**src/shared/fdcs_pkg.sv**
```systemverilog
package fdcs_pkg;

  // Register indices: each index is one aligned 32-bit word, byte address = index * 4
  localparam int REG_IDX_W = 4;
  localparam logic [3:0] IDX_SA = 4'h0;       // disk_status_a, read
  localparam logic [3:0] IDX_SB = 4'h1;       // pin_status_b, read
  localparam logic [3:0] IDX_DO = 4'h2;       // drive_output_ctrl, write
  localparam logic [3:0] IDX_TD = 4'h3;       // tape_drive_assign, read/write
  localparam logic [3:0] IDX_MS = 4'h4;       // main status read, data rate write
  localparam logic [3:0] IDX_FIFO = 4'h5;     // data_fifo_port
  localparam logic [3:0] IDX_DI = 4'h7;       // input status read, config control write
  localparam logic [3:0] IDX_MODE = 4'h8;     // compatibility mode select
  localparam logic [3:0] IDX_ISTAT = 4'h9;    // interrupt status, write one to clear
  localparam logic [3:0] IDX_IMASK = 4'hA;    // interrupt mask

  // Byte addresses seen on the bus
  localparam logic [31:0] ADDR_SA = 32'h0000_0000;
  localparam logic [31:0] ADDR_SB = 32'h0000_0004;
  localparam logic [31:0] ADDR_DO = 32'h0000_0008;
  localparam logic [31:0] ADDR_TD = 32'h0000_000C;
  localparam logic [31:0] ADDR_MS = 32'h0000_0010;
  localparam logic [31:0] ADDR_FIFO = 32'h0000_0014;
  localparam logic [31:0] ADDR_DI = 32'h0000_001C;
  localparam logic [31:0] ADDR_MODE = 32'h0000_0020;
  localparam logic [31:0] ADDR_ISTAT = 32'h0000_0024;
  localparam logic [31:0] ADDR_IMASK = 32'h0000_0028;

  // Status register A bit positions
  localparam int SA_IRQ_BIT = 7;
  localparam int SA_B6_BIT = 6;
  localparam int SA_STEP_BIT = 5;
  localparam int SA_TRACK0_BIT = 4;
  localparam int SA_HEAD_BIT = 3;
  localparam int SA_INDEX_BIT = 2;
  localparam int SA_WPROT_BIT = 1;
  localparam int SA_DIR_BIT = 0;

  // Main status bit positions
  localparam int MS_RESULT_BIT = 6;
  localparam int MS_BUSY_BIT = 4;

  // Command codes and fields
  localparam logic [7:0] CMD_PERP = 8'h12;
  localparam logic [6:0] CMD_LOCK = 7'h14;
  localparam logic [7:0] CMD_SDS = 8'h04;
  localparam logic [7:0] ST0_INVALID = 8'h80;
  localparam int LOCK_CMD_BIT = 7;
  localparam int LOCK_RES_BIT = 4;
  localparam int PERP_OW_BIT = 7;
  localparam int PERP_DRV_LSB = 2;
  localparam int PERP_GAP_BIT = 1;
  localparam int PERP_WG_BIT = 0;
  localparam int SDS_HDS_BIT = 2;

  // Interrupt status / mask layout
  localparam int IRQ_W = 2;
  localparam int IRQ_DONE_BIT = 0;
  localparam int IRQ_INVALID_BIT = 1;

  // Reset values
  localparam logic HREADY_RST = 1'b1;
  localparam logic [7:0] RESULT_RST = 8'h00;

  // Command engine states
  typedef enum logic [1:0] {
    CS_IDLE,
    CS_WAIT_PERP,
    CS_WAIT_SDS,
    CS_RESULT
  } fdcs_cmd_state_t;

endpackage

```
**src/shared/fdcs_cmd_if.sv**
```systemverilog
`timescale 1ns/1ps
`default_nettype none
interface fdcs_cmd_if;
  logic wr_valid;            // One command byte this cycle
  logic [7:0] wr_data;       // Command byte
  logic rd_take;             // Host has read the result byte
  logic [4:0] st3_flags;     // fault, write protect, ready, track zero, two side
  logic res_valid;           // Result byte waiting
  logic [7:0] res_data;      // Result byte
  logic busy;                // Waiting for a second command byte
  logic done;                // Pulse: result phase entered
  logic invalid;             // Pulse: unrecognised command
  logic lock;
  logic overwrite_flag;
  logic [3:0] perp_drive;
  logic gap_sel;
  logic write_gate_select;

  modport host (output wr_valid, wr_data, rd_take, st3_flags,
                input res_valid, res_data, busy, done, invalid, lock, overwrite_flag,
                perp_drive, gap_sel, write_gate_select);
  modport engine (input wr_valid, wr_data, rd_take, st3_flags,
                  output res_valid, res_data, busy, done, invalid, lock, overwrite_flag,
                  perp_drive, gap_sel, write_gate_select);
endinterface
`default_nettype wire

```
**src/logic/fdcs_top.sv**
```systemverilog
`timescale 1ns/1ps
`default_nettype none
module fdcs_top
  import fdcs_pkg::*;
(
  input wire logic clk_in,
  input wire logic rstn_in,
  input wire logic hsel_in,
  input wire logic [31:0] haddr_in,
  input wire logic [1:0] htrans_in,
  input wire logic hwrite_in,
  input wire logic [2:0] hsize_in,
  input wire logic hready_in,
  input wire logic [31:0] hwdata_in,
  output logic [31:0] hrdata_out,
  output logic hreadyout_out,
  output logic hresp_out,
  output logic irq_out,
  input wire logic second_drive_absent_n_in,
  input wire logic step_n_in,
  input wire logic track_zero_n_in,
  input wire logic head_select_n_in,
  input wire logic index_n_in,
  input wire logic write_prot_n_in,
  input wire logic step_dir_in,
  input wire logic dma_request_in,
  input wire logic drive_fault_in,
  input wire logic drive_ready_in,
  input wire logic two_side_in,
  output logic [1:0] drive_sel_out,
  output logic lock_out,
  output logic overwrite_flag_out,
  output logic [3:0] perp_drive_out,
  output logic gap_sel_out,
  output logic write_gate_select_out
);

  // All bus-side state in one word
  typedef struct packed {
    logic hready;           // Bus ready, low during the wait state
    logic hresp;            // Always OKAY
    logic [31:0] hrdata;    // Registered read data
    logic pend;             // Data phase in progress
    logic pwrite;           // Captured direction
    logic pmapped;          // Captured address hits a register
    logic [3:0] pidx;       // Captured register index
    logic mode;             // 0 first layout, 1 second layout
    logic [7:0] dor;        // Drive output control
    logic [1:0] tape;       // Tape drive assignment
    logic [7:0] rate;       // Data rate select
    logic [1:0] ccr;        // Configuration control
    logic [IRQ_W-1:0] irq_stat;
    logic [IRQ_W-1:0] irq_mask;
    logic irq;              // Floppy interrupt level
    logic step_q;           // Latched copy of the step output
    logic wr_valid;         // Command byte strobe to the engine
    logic [7:0] wr_data;
    logic rd_take;          // Result byte consumed
  } fdcs_regs_t;

  // Step latch resets high, the idle level of its active-low pin
  localparam fdcs_regs_t RESET_ST = '{hready: HREADY_RST, step_q: 1'b1, default: '0};

  fdcs_regs_t st;
  fdcs_regs_t next_st;
  logic [IRQ_W-1:0] events;  // Engine events this cycle
  logic [7:0] pins_a;        // Raw pin levels feeding status A

  fdcs_cmd_if cmd ();

  // Command engine holds the command phase and its settings
  fdcs_cmd_engine u_engine (
    .clk_in(clk_in),
    .rstn_in(rstn_in),
    .cmd(cmd)
  );

  // Drive condition bits for the third status byte
  assign cmd.st3_flags = {drive_fault_in, ~write_prot_n_in, drive_ready_in, ~track_zero_n_in, two_side_in};
  assign cmd.wr_valid = st.wr_valid;
  assign cmd.wr_data = st.wr_data;
  assign cmd.rd_take = st.rd_take;

  // Engine pulses feed the sticky status bits
  assign events[IRQ_DONE_BIT] = cmd.done;
  assign events[IRQ_INVALID_BIT] = cmd.invalid;

  // Pins in status A order, before any inversion
  assign pins_a = {1'b0, second_drive_absent_n_in, step_n_in, track_zero_n_in,
                   head_select_n_in, index_n_in, write_prot_n_in, step_dir_in};

  // Register index decode; misaligned or out-of-range addresses miss
  function automatic logic [4:0] decode_reg(input logic [31:0] addr);
    logic hit;
    logic [3:0] idx;
    idx = addr[5:2];
    hit = (addr[31:6] == 26'h0) && (addr[1:0] == 2'b00);
    case (idx)
      IDX_SA, IDX_SB, IDX_DO, IDX_TD, IDX_MS, IDX_FIFO, IDX_DI, IDX_MODE, IDX_ISTAT, IDX_IMASK: begin
        hit = hit;
      end
      default: begin
        hit = 1'b0; // Index 6 and indices 11 to 15 answer zero
      end
    endcase
    return {hit, idx};
  endfunction

  // Status A image from current pins; pure, so reading it changes nothing
  function automatic logic [7:0] status_a(input logic mode, input logic irq, input logic step_q,
                                          input logic dma_request, input logic [7:0] p);
    logic [7:0] v;
    v = 8'h00;
    v[SA_IRQ_BIT] = irq;
    if (!mode) begin
      v[SA_B6_BIT] = p[SA_B6_BIT];
      v[SA_STEP_BIT] = ~p[SA_STEP_BIT];
      v[SA_TRACK0_BIT] = p[SA_TRACK0_BIT];
      v[SA_HEAD_BIT] = ~p[SA_HEAD_BIT];
      v[SA_INDEX_BIT] = p[SA_INDEX_BIT];
      v[SA_WPROT_BIT] = p[SA_WPROT_BIT];
      v[SA_DIR_BIT] = p[SA_DIR_BIT];
    end else begin
      v[SA_B6_BIT] = dma_request;
      v[SA_STEP_BIT] = ~step_q;
      v[SA_TRACK0_BIT] = ~p[SA_TRACK0_BIT];
      v[SA_HEAD_BIT] = p[SA_HEAD_BIT];
      v[SA_INDEX_BIT] = ~p[SA_INDEX_BIT];
      v[SA_WPROT_BIT] = ~p[SA_WPROT_BIT];
      v[SA_DIR_BIT] = ~p[SA_DIR_BIT];
    end
    return v;
  endfunction

  // Bus slave, register file and interrupt logic
  always_comb begin
    next_st = st;
    next_st.wr_valid = 1'b0;
    next_st.rd_take = 1'b0;
    next_st.hresp = 1'b0;
    next_st.step_q = step_n_in;
    if (st.pend) begin
      // Data phase: one wait state keeps read data straight from a flop
      next_st.pend = 1'b0;
      next_st.hready = 1'b1;
      next_st.hrdata = 32'h0000_0000;
      // Writes land on the edge that ends the wait state
      if (st.pmapped && st.pwrite) begin
        case (st.pidx)
          IDX_DO: begin
            next_st.dor = hwdata_in[7:0];
          end
          IDX_TD: begin
            next_st.tape = hwdata_in[1:0];
          end
          IDX_MS: begin
            next_st.rate = hwdata_in[7:0];
          end
          IDX_FIFO: begin
            // Byte goes to the engine next cycle
            next_st.wr_valid = 1'b1;
            next_st.wr_data = hwdata_in[7:0];
          end
          IDX_DI: begin
            next_st.ccr = hwdata_in[1:0];
          end
          IDX_MODE: begin
            next_st.mode = hwdata_in[0];
          end
          IDX_ISTAT: begin
            next_st.irq_stat = st.irq_stat & ~hwdata_in[IRQ_W-1:0];
          end
          IDX_IMASK: begin
            next_st.irq_mask = hwdata_in[IRQ_W-1:0];
          end
          default: begin
            next_st.dor = st.dor; // Read-only words ignore writes
          end
        endcase
      end else if (st.pmapped) begin
        // Read data registered here so hrdata_out is a flop
        case (st.pidx)
          IDX_SA: begin
            next_st.hrdata = {24'h0, status_a(st.mode, st.irq, st.step_q, dma_request_in, pins_a)};
          end
          IDX_TD: begin
            next_st.hrdata = {30'h0, st.tape};
          end
          IDX_MS: begin
            next_st.hrdata[MS_RESULT_BIT] = cmd.res_valid;
            next_st.hrdata[MS_BUSY_BIT] = cmd.busy;
          end
          IDX_FIFO: begin
            // Reading the result byte ends the result phase
            next_st.hrdata = {24'h0, cmd.res_data};
            next_st.rd_take = cmd.res_valid;
          end
          IDX_MODE: begin
            next_st.hrdata = {31'h0, st.mode};
          end
          IDX_ISTAT: begin
            next_st.hrdata = {30'h0, st.irq_stat};
          end
          IDX_IMASK: begin
            next_st.hrdata = {30'h0, st.irq_mask};
          end
          default: begin
            next_st.hrdata = 32'h0000_0000; // Status B, input status, write-only words
          end
        endcase
      end
    end else if (hsel_in && hready_in && htrans_in[1]) begin
      // Address phase taken; size is ignored, only whole words are used
      next_st.pend = 1'b1;
      next_st.hready = 1'b0;
      next_st.pwrite = hwrite_in;
      {next_st.pmapped, next_st.pidx} = decode_reg(haddr_in);
    end
    // Events after the clear, so a set in the clearing cycle survives
    next_st.irq_stat = next_st.irq_stat | events;
    next_st.irq = |(next_st.irq_stat & next_st.irq_mask);
  end

  // Single state register
  always_ff @(posedge clk_in or negedge rstn_in) begin
    if (!rstn_in) begin
      st <= RESET_ST;
    end else begin
      st <= next_st;
    end
  end

  // Outputs come straight from the state flops, never through logic
  assign hrdata_out = st.hrdata;
  assign hreadyout_out = st.hready;
  assign hresp_out = st.hresp;
  assign irq_out = st.irq;
  assign drive_sel_out = st.dor[1:0];
  assign lock_out = cmd.lock;
  assign overwrite_flag_out = cmd.overwrite_flag;
  assign perp_drive_out = cmd.perp_drive;
  assign gap_sel_out = cmd.gap_sel;
  assign write_gate_select_out = cmd.write_gate_select;
endmodule
`default_nettype wire

```
**src/logic/fdcs_cmd_engine.sv**
```systemverilog
`timescale 1ns/1ps
`default_nettype none
module fdcs_cmd_engine
  import fdcs_pkg::*;
(
  input wire logic clk_in,
  input wire logic rstn_in,
  fdcs_cmd_if.engine cmd
);

  // All engine state in one word
  typedef struct packed {
    fdcs_cmd_state_t state;
    logic [7:0] res;
    logic lock;
    logic ow;
    logic [3:0] perp;
    logic gap;
    logic wg;
    logic done;
    logic invalid;
  } fdcs_eng_t;

  fdcs_eng_t st;
  fdcs_eng_t next_st;

  // Command decode; a new command byte abandons any unread result
  always_comb begin
    next_st = st;
    next_st.done = 1'b0;
    next_st.invalid = 1'b0;
    unique case (st.state)
      CS_IDLE, CS_RESULT: begin
        if (cmd.rd_take) begin
          next_st.state = CS_IDLE;
        end
        if (cmd.wr_valid) begin
          if (cmd.wr_data == CMD_PERP) begin
            next_st.state = CS_WAIT_PERP;
          end else if (cmd.wr_data[6:0] == CMD_LOCK) begin
            // Lock value echoed alone in the result byte
            next_st.lock = cmd.wr_data[LOCK_CMD_BIT];
            next_st.res = RESULT_RST;
            next_st.res[LOCK_RES_BIT] = cmd.wr_data[LOCK_CMD_BIT];
            next_st.state = CS_RESULT;
            next_st.done = 1'b1;
          end else if (cmd.wr_data == CMD_SDS) begin
            next_st.state = CS_WAIT_SDS;
          end else begin
            // Unknown code: no operation, one status byte
            next_st.res = ST0_INVALID;
            next_st.state = CS_RESULT;
            next_st.done = 1'b1;
            next_st.invalid = 1'b1;
          end
        end
      end
      CS_WAIT_PERP: begin
        if (cmd.wr_valid) begin
          next_st.ow = cmd.wr_data[PERP_OW_BIT];
          next_st.perp = cmd.wr_data[PERP_DRV_LSB +: 4];
          next_st.gap = cmd.wr_data[PERP_GAP_BIT];
          next_st.wg = cmd.wr_data[PERP_WG_BIT];
          next_st.state = CS_IDLE;
        end
      end
      CS_WAIT_SDS: begin
        if (cmd.wr_valid) begin
          // Third status byte for the drive named in the second byte
          next_st.res = {cmd.st3_flags, cmd.wr_data[SDS_HDS_BIT:0]};
          next_st.state = CS_RESULT;
          next_st.done = 1'b1;
        end
      end
    endcase
  end

  // State register; lock and perpendicular settings clear at reset
  always_ff @(posedge clk_in or negedge rstn_in) begin
    if (!rstn_in) begin
      st <= '0;
    end else begin
      st <= next_st;
    end
  end

  assign cmd.res_valid = (st.state == CS_RESULT);
  assign cmd.res_data = st.res;
  assign cmd.busy = (st.state == CS_WAIT_PERP) || (st.state == CS_WAIT_SDS);
  assign cmd.done = st.done;
  assign cmd.invalid = st.invalid;
  assign cmd.lock = st.lock;
  assign cmd.overwrite_flag = st.ow;
  assign cmd.perp_drive = st.perp;
  assign cmd.gap_sel = st.gap;
  assign cmd.write_gate_select = st.wg;
endmodule
`default_nettype wire

```
**config.mk**
```make
export PLATFORM = sky130hd
export DESIGN_NAME = fdcs_top
export DESIGN_NICKNAME = d
export VERILOG_FILES = /design/src/shared/fdcs_pkg.sv /design/src/shared/fdcs_cmd_if.sv /design/src/logic/fdcs_top.sv /design/src/logic/fdcs_cmd_engine.sv
export SDC_FILE = /design/constraint.sdc
export NUM_CORES = 1
export LEC_CHECK = 0
export BUFFER_PORTS_ARGS = -buffer_cell sky130_fd_sc_hd__buf_2
export CAP_MARGIN = 10
export CORE_UTILIZATION = 30
export CTS_CLUSTER_DIAMETER = 150
export DETAILED_ROUTE_END_ITERATION = 8
export PLACE_DENSITY = 0.56
export SYNTH_ARGS = -nofsm -noshare
export SYNTH_HDL_FRONTEND = slang
export SYNTH_HIERARCHICAL = 1
export SYNTH_SLANG_ARGS = --single-unit
```
**constraint.sdc**
```tcl
create_clock -name clk_in -period 2.5 [get_ports clk_in]
set_input_delay 0.375 -clock clk_in [delete_from_list [all_inputs] [get_ports clk_in]]
set_output_delay 0.375 -clock clk_in [all_outputs]
set_load 0.02 [all_outputs]
```
==> metrics.yaml, run 1 <==
status:
  outcome: "finished clean"
final_layout:
  antenna_cells: 0
  stdcell_count: 500
  finish.instance_area_sq_um: 3660
  layout.nets: 447
  fillCellCount: 1052
  drive_gt1_share_pct: 33.2
  fin_util_pct: 35.4
  area_delta_synth_final_pct: 14.6
synthesis:
  synth-seq-cells: 57
  synth_flop_cell: "dfrtp_1"
  synth_edf_count: 0
  yosysWarnings: 6
  ys_async_sr_fraction_pct: 100
  synth_area_sq_um: 3190
  syn_inst: 300
  synth_cell_types: 64
  seq_area_frac_synth_pct: 44.8
  syn_area_per_cell_sq_um: 10.6
sta:
  fin_crit_ps: 2140
  fin_skew_ps: 9.42
  tns_ps: 0
  grt_setup_unrepaired: "no"
  setup_slack_ps: 364
  worstMarginPinSlew_ps: 595
  fmax_mhz: 468
  max_slew_margin_pct: 60.0
  hold_viol_final: 0
  fin_crit_sh_pct: 85.4
  finalMaxSlewViolations: 0
  setup_viol: 0
detailed_routing:
  vias_per_cell: 4.58
  drt_pass1_iterations: 4
  wl_um: 6710
  drt_iter0_drc: 130
  detail-route-antenna-nets: 0
  vias: 2292
  wire_per_inst_um: 13.4
  drc_errors: 0
clocking:
  clkTransAtPathRegs_ps: 60
  h-tree-depth: 3
  cts_resized: 0
  insertion_delay_ps: 330
  post-cts-setup-buffer-count: 0
  cts_made_buffers: 9
  clkSinkCount: 57
  hold_buffers: 0
  cts_tree: "built"
  cts-root-buf: "clkbuf_8"
  clk_path_buf_depth: 2
place:
  dpl_cell_area_sq_um: 3460
  pre_cts_slack_ps: 369
  hpwl_um: 5140
  placed_cells: 484
  numPortBuffers: 76
  routabilityCongestion: 0.773
grt:
  gr-total-overflow: 0
  track_usage_pct: 12.6
  grt_pass1_vias: 2216
  grt_max_degree: 26
  grt_first_pass_wirelength_um: 10900
  antenna_found_initial: 0
die:
  start_util_pct: 30.9
  num_rows: 37
  die_w_um: 105
  io_pins: 130
  die-area_sq_um: 11100
  core_sq_um: 10300
  fp.dieH_um: 105
worst_setup_path:
  cpPeakStageDelay_ps: 660
  worstPathCellList: "or4_1 -> a2111oi_4 -> or2_1 -> mux2_4"
  crit_fanout: 7
  slowest_stage: "or4_1"
  crit_arrival_ps: 2350
  crit_required_ps: 2720
  critical_path_class: "flip-flop to flip-flop"
  worstSetupEndpointType: "flip-flop"
  worst_setup_path_start_kind: "flip-flop"
worst_hold_path:
  hp-class: "input port to asynchronous set/reset pin"
power:
  power_leakage_nw: 1.82
  p_per_area_nw_per_um2: 574
  vdd_drop_max_uv: 202
job:
  drv_cap: 0
==> per-stage QoR <==
step / power (mW) / hold WS [ps]
after CTS: 2.13 / 32.0
after global placement: 1.27 / 386
after floorplan: 1.20 / 79.4
final: 2.10 / 16.0
after detailed placement: 1.28 / 393
after global routing: 2.20 / 49.6
==> per-layer routing <==
layer	track usage, %	up-vias	wire length, um	part of all wire (%)
li1	-	1117	-	-
met3	2.74	7	274	4.1
met1	17.2	1108	3210	48
met2	19.2	60	3130	47
met4	5.43	0	93	1.4
met5	0	-	0	0
==> final cells by class <==
| type | instances | area (sq um) | area share, % |
|---|---|---|---|
| Timing Repair Buffer | 80 | 410 | 11.2 |
| Sequential cell | 57 | 1430 | 39.1 |
| Inverter | 15 | 56.3 | 1.54 |
| Clock buffer | 10 | 138 | 3.76 |
| Multi-Input combinational cell | 196 | 1400 | 38.2 |
| Clock inverter | 6 | 57.6 | 1.57 |
| Tap cell | 136 | 170 | 4.65 |
==> power breakdown <==
part	total, mW	switching, mW	internal [mW]
Sequential	1.01	0.0606	0.950
Clock	0.844	0.365	0.480
Combinational	0.246	0.140	0.106
==> critical path: cells and delay by family (launching register included) <==
family	cells	cell delay, ps
AO/OA/AOI/OAI	1	270
flip-flops	1	430
AND/OR/NAND/NOR	2	990
multiplexers	1	330
==> logic make-up after synthesis <==
group | after synthesis | share of synthesized area [%]
AOI/OAI and AO/OA | 51 | 12.6
xor gates and xnor gates | 6 | 1.65
adders and majority gates | 3 | 1.18
buffers and inverters | 71 | 14.3
DFF | 57 | 44.8
muxes | 29 | 10.2
other | 1 | 0.118
and+or+nand+nor | 82 | 15.1
==> sequential cells by signal, indices dropped and copies added, names as in the netlist, 2 cells and up <==
name / count
hrdata_out: 8
u_engine/st: 2
u_engine/cmd.res_data: 8
st: 15
drive_sel_out: 2
u_engine/cmd.perp_drive: 4
cmd.wr_data: 8
==> cell usage after synthesis (3+ instances only) <==
cell type | number | area [sq um]
nand2b_1 | 6 | 37.5
nor2_1 | 10 | 37.5
buf_4 | 47 | 353
ha_1 | 3 | 37.5
mux2_1 | 15 | 169
dfrtp_1 | 55 | 1380
a22oi_1 | 4 | 30.0
o22ai_1 | 8 | 50.1
a22o_1 | 7 | 61.3
buf_2 | 4 | 20.0
xor2_1 | 4 | 35.0
mux2_2 | 10 | 113
nand3b_1 | 3 | 22.5
o21ai_0 | 3 | 15.0
nor3_1 | 6 | 30.0
and3_1 | 3 | 18.8
nand2_1 | 25 | 93.8
a21oi_1 | 6 | 30.0
clkbuf_1 | 4 | 15.0
nor4_1 | 9 | 56.3
mux2i_1 | 3 | 30.0
inv_1 | 14 | 52.6
==> cells in the final DEF, fill, tap and decap left out, drive strengths merged, types with 6 or more instances in the layout <==
master and instances:
a21oi 6, a22o 7, buf 80, clkbuf 10, conb 25, dfrtp 55, inv 15, mux2 26
nand2 25, nand2b 7, nor2 10, nor3 7, nor4 10, o22ai 8
==> worst paths after layout <==
check / startpoint / to / slack [ps] / cells after the start
worst max-delay path: cmd.wr_data[0]$_DFFE_PN0P_ / u_engine/cmd.res_data[4]$_DFFE_PN0P_ / 360 / 4
worst min-delay path: rstn_in / u_engine/cmd.perp_drive[1]$_DFFE_PN0P_ / 20 / 1
worst max register to register: cmd.wr_data[0]$_DFFE_PN0P_ / u_engine/cmd.res_data[4]$_DFFE_PN0P_ / 360 / 4
worst min register to register: hreadyout_out$_DFFE_PN1P_ / hreadyout_out$_DFFE_PN1P_ / 490 / 2
max in group asynchronous: rstn_in / st[10]$_DFF_PN1_ / 1790 / 2
min in group clk_in: step_n_in / st[10]$_DFF_PN1_ / 160 / 1
(Power assumes the default switching activity.)
==> inputs of run 2 (changes only) <==
--- a/config.mk
+++ b/config.mk
@@ -7,10 +7,11 @@
 export LEC_CHECK = 0
 export BUFFER_PORTS_ARGS = -buffer_cell sky130_fd_sc_hd__buf_2
 export CAP_MARGIN = 10
+export CORE_MARGIN = 2
 export CORE_UTILIZATION = 30
 export CTS_CLUSTER_DIAMETER = 150
 export DETAILED_ROUTE_END_ITERATION = 8
-export PLACE_DENSITY = 0.56
+export PLACE_DENSITY_LB_ADDON = 0.1
 export SYNTH_ARGS = -nofsm -noshare
 export SYNTH_HDL_FRONTEND = slang
 export SYNTH_HIERARCHICAL = 1
==> metrics.yaml, run 2 (synthesis results as in run 1) <==
status:
  outcome: "finished clean"
die:
  core_sq_um: 10300
  fp.dieH_um: 107
  die_w_um: 107
  io_pins: 130
  num_rows: 37
  die-area_sq_um: 11500
  start_util_pct: 30.9
job:
  drv_cap: 0
place:
  pre_cts_slack_ps: 526
  numPortBuffers: 76
  placed_cells: 484
  routabilityCongestion: 0.781
  hpwl_um: 5320
grt:
  grt_pass1_vias: 2306
  gr-total-overflow: 0
  grt_max_degree: 58
  antenna_found_initial: 0
  grt_first_pass_wirelength_um: 11500
  track_usage_pct: 13.1
sta:
  worstMarginPinSlew_ps: 739
  fmax_mhz: 498
  setup_slack_ps: 493
  fin_crit_ps: 2010
  fin_crit_sh_pct: 80.3
  tns_ps: 0
  hold_ws_ps: 143
  fin_skew_ps: 13.5
  setup_viol: 0
  finalMaxSlewViolations: 0
  hold_viol_final: 0
  max_slew_margin_pct: 50.7
  grt_setup_unrepaired: "no"
worst_setup_path:
  crit_required_ps: 2720
  crit_fanout: 5
  crit_arrival_ps: 2220
  reg2reg_depth: 4
  worst_setup_path_start_kind: "flip-flop"
  r2r-end: "u_engine/cmd.res_data[4]$_DFFE_PN0P_"
  critical_path_class: "flip-flop to flip-flop"
  r2r_slack_ps: 490
  worstSetupEndpointType: "flip-flop"
  worstReg2RegStart: "cmd.wr_data[0]$_DFFE_PN0P_"
power:
  p_total_mw: 2.12
  p_per_area_nw_per_um2: 579
  power_leakage_nw: 1.81
  vdd_drop_max_uv: 207
clocking:
  cts_made_buffers: 9
  clkTransAtPathRegs_ps: 70
  clk_path_buf_depth: 2
  insertion_delay_ps: 340
  h-tree-depth: 3
  hold_buffers: 0
  cts-root-buf: "clkbuf_8"
  post-cts-setup-buffer-count: 0
  cts_tree: "built"
  cts_resized: 0
  clkSinkCount: 57
final_layout:
  largest_reg_flops: 15
  fillCellCount: 1069
  layout_common_cells: "76 x buf_2, 55 x dfrtp_1, 25 x nand2_1, 25 x conb_1, 15 x mux2_1"
  stdcell_count: 500
  area_delta_synth_final_pct: 14.4
  layout.nets: 447
  layout_commonest_cell: "buf_2"
  drive_gt1_share_pct: 32.4
  top_register: "st"
  antenna_cells: 0
detailed_routing:
  detail-route-antenna-nets: 0
  vias: 2359
  vias_per_cell: 4.72
  wire_per_inst_um: 14.3
  drt_iter0_drc: 75
  drc_errors: 0
  wl_um: 7160
  drt_pass1_iterations: 4
worst_hold_path:
  worst_hold_path.endpoint: "st[10]$_DFF_PN1_"
  hold_path_depth: 1
  hp-class: "input port to flip-flop"
  hp-start: "step_n_in"
## run 2: changes by cell type in the layout (fill, tap and decap cells not counted), sizes merged
| cell | delta |
|---|---|
| clkbuf | +3 |
| clkinv | -2 |
| clkinvlp | -1 |
## run 2: how the worst max path moves through the flow
stage	startpoint	to	slack, ps
after floorplan	cmd.wr_data[0]$_DFFE_PN0P_	u_engine/cmd.res_data[4]$_DFFE_PN0P_	620
after global routing	u_engine/st[18]$_DFFE_PN0P_	u_engine/cmd.res_data[4]$_DFFE_PN0P_	370
after detailed placement	cmd.wr_data[0]$_DFFE_PN0P_	u_engine/cmd.res_data[4]$_DFFE_PN0P_	530
after global placement	cmd.wr_data[0]$_DFFE_PN0P_	u_engine/cmd.res_data[5]$_DFFE_PN0P_	550
after CTS	cmd.wr_data[0]$_DFFE_PN0P_	u_engine/cmd.res_data[4]$_DFFE_PN0P_	510
final	cmd.wr_data[0]$_DFFE_PN0P_	u_engine/cmd.res_data[4]$_DFFE_PN0P_	490
## run 2: area by class of cell
class | instances | area, sq um | area share, %
clock inverter | 3 | 40.0 | 1.10
timing repair buffer | 80 | 410 | 11.2
inverter | 15 | 56.3 | 1.54
sequential | 57 | 1430 | 39.1
multi-input combinational | 196 | 1400 | 38.2
clock buffer | 13 | 149 | 4.08
tap | 136 | 170 | 4.66
## run 2: power by group
group          internal, mW  switching, mW  total (mW)
logic                 0.108          0.146       0.254
clock network         0.486          0.364       0.850
registers             0.950         0.0611        1.01
## run 2: metrics by stage
stage | utilization [%] | area, sq um
after floorplan | - | 3280
after global placement | 33.5 | 3460
after detailed placement | 33.5 | 3460
after CTS | 35.4 | 3650
after global routing | 35.4 | 3650
final | 35.4 | 3650
## run 2: critical path, stage by stage (launching register included)
cell       delay [ps]
dfrtp_1           440
or4_1             660
a2111oi_4         290
or2_1             200
mux2_4            300
## run 2: routing by layer
layer | GRT usage, % | up-vias | wire length (um)
met2 | 19.8 | 81 | 3260
met1 | 17.7 | 1153 | 3390
met4 | 4.17 | 0 | 87
li1 | - | 1119 | -
met3 | 4.26 | 6 | 420
met5 | 0 | - | 0
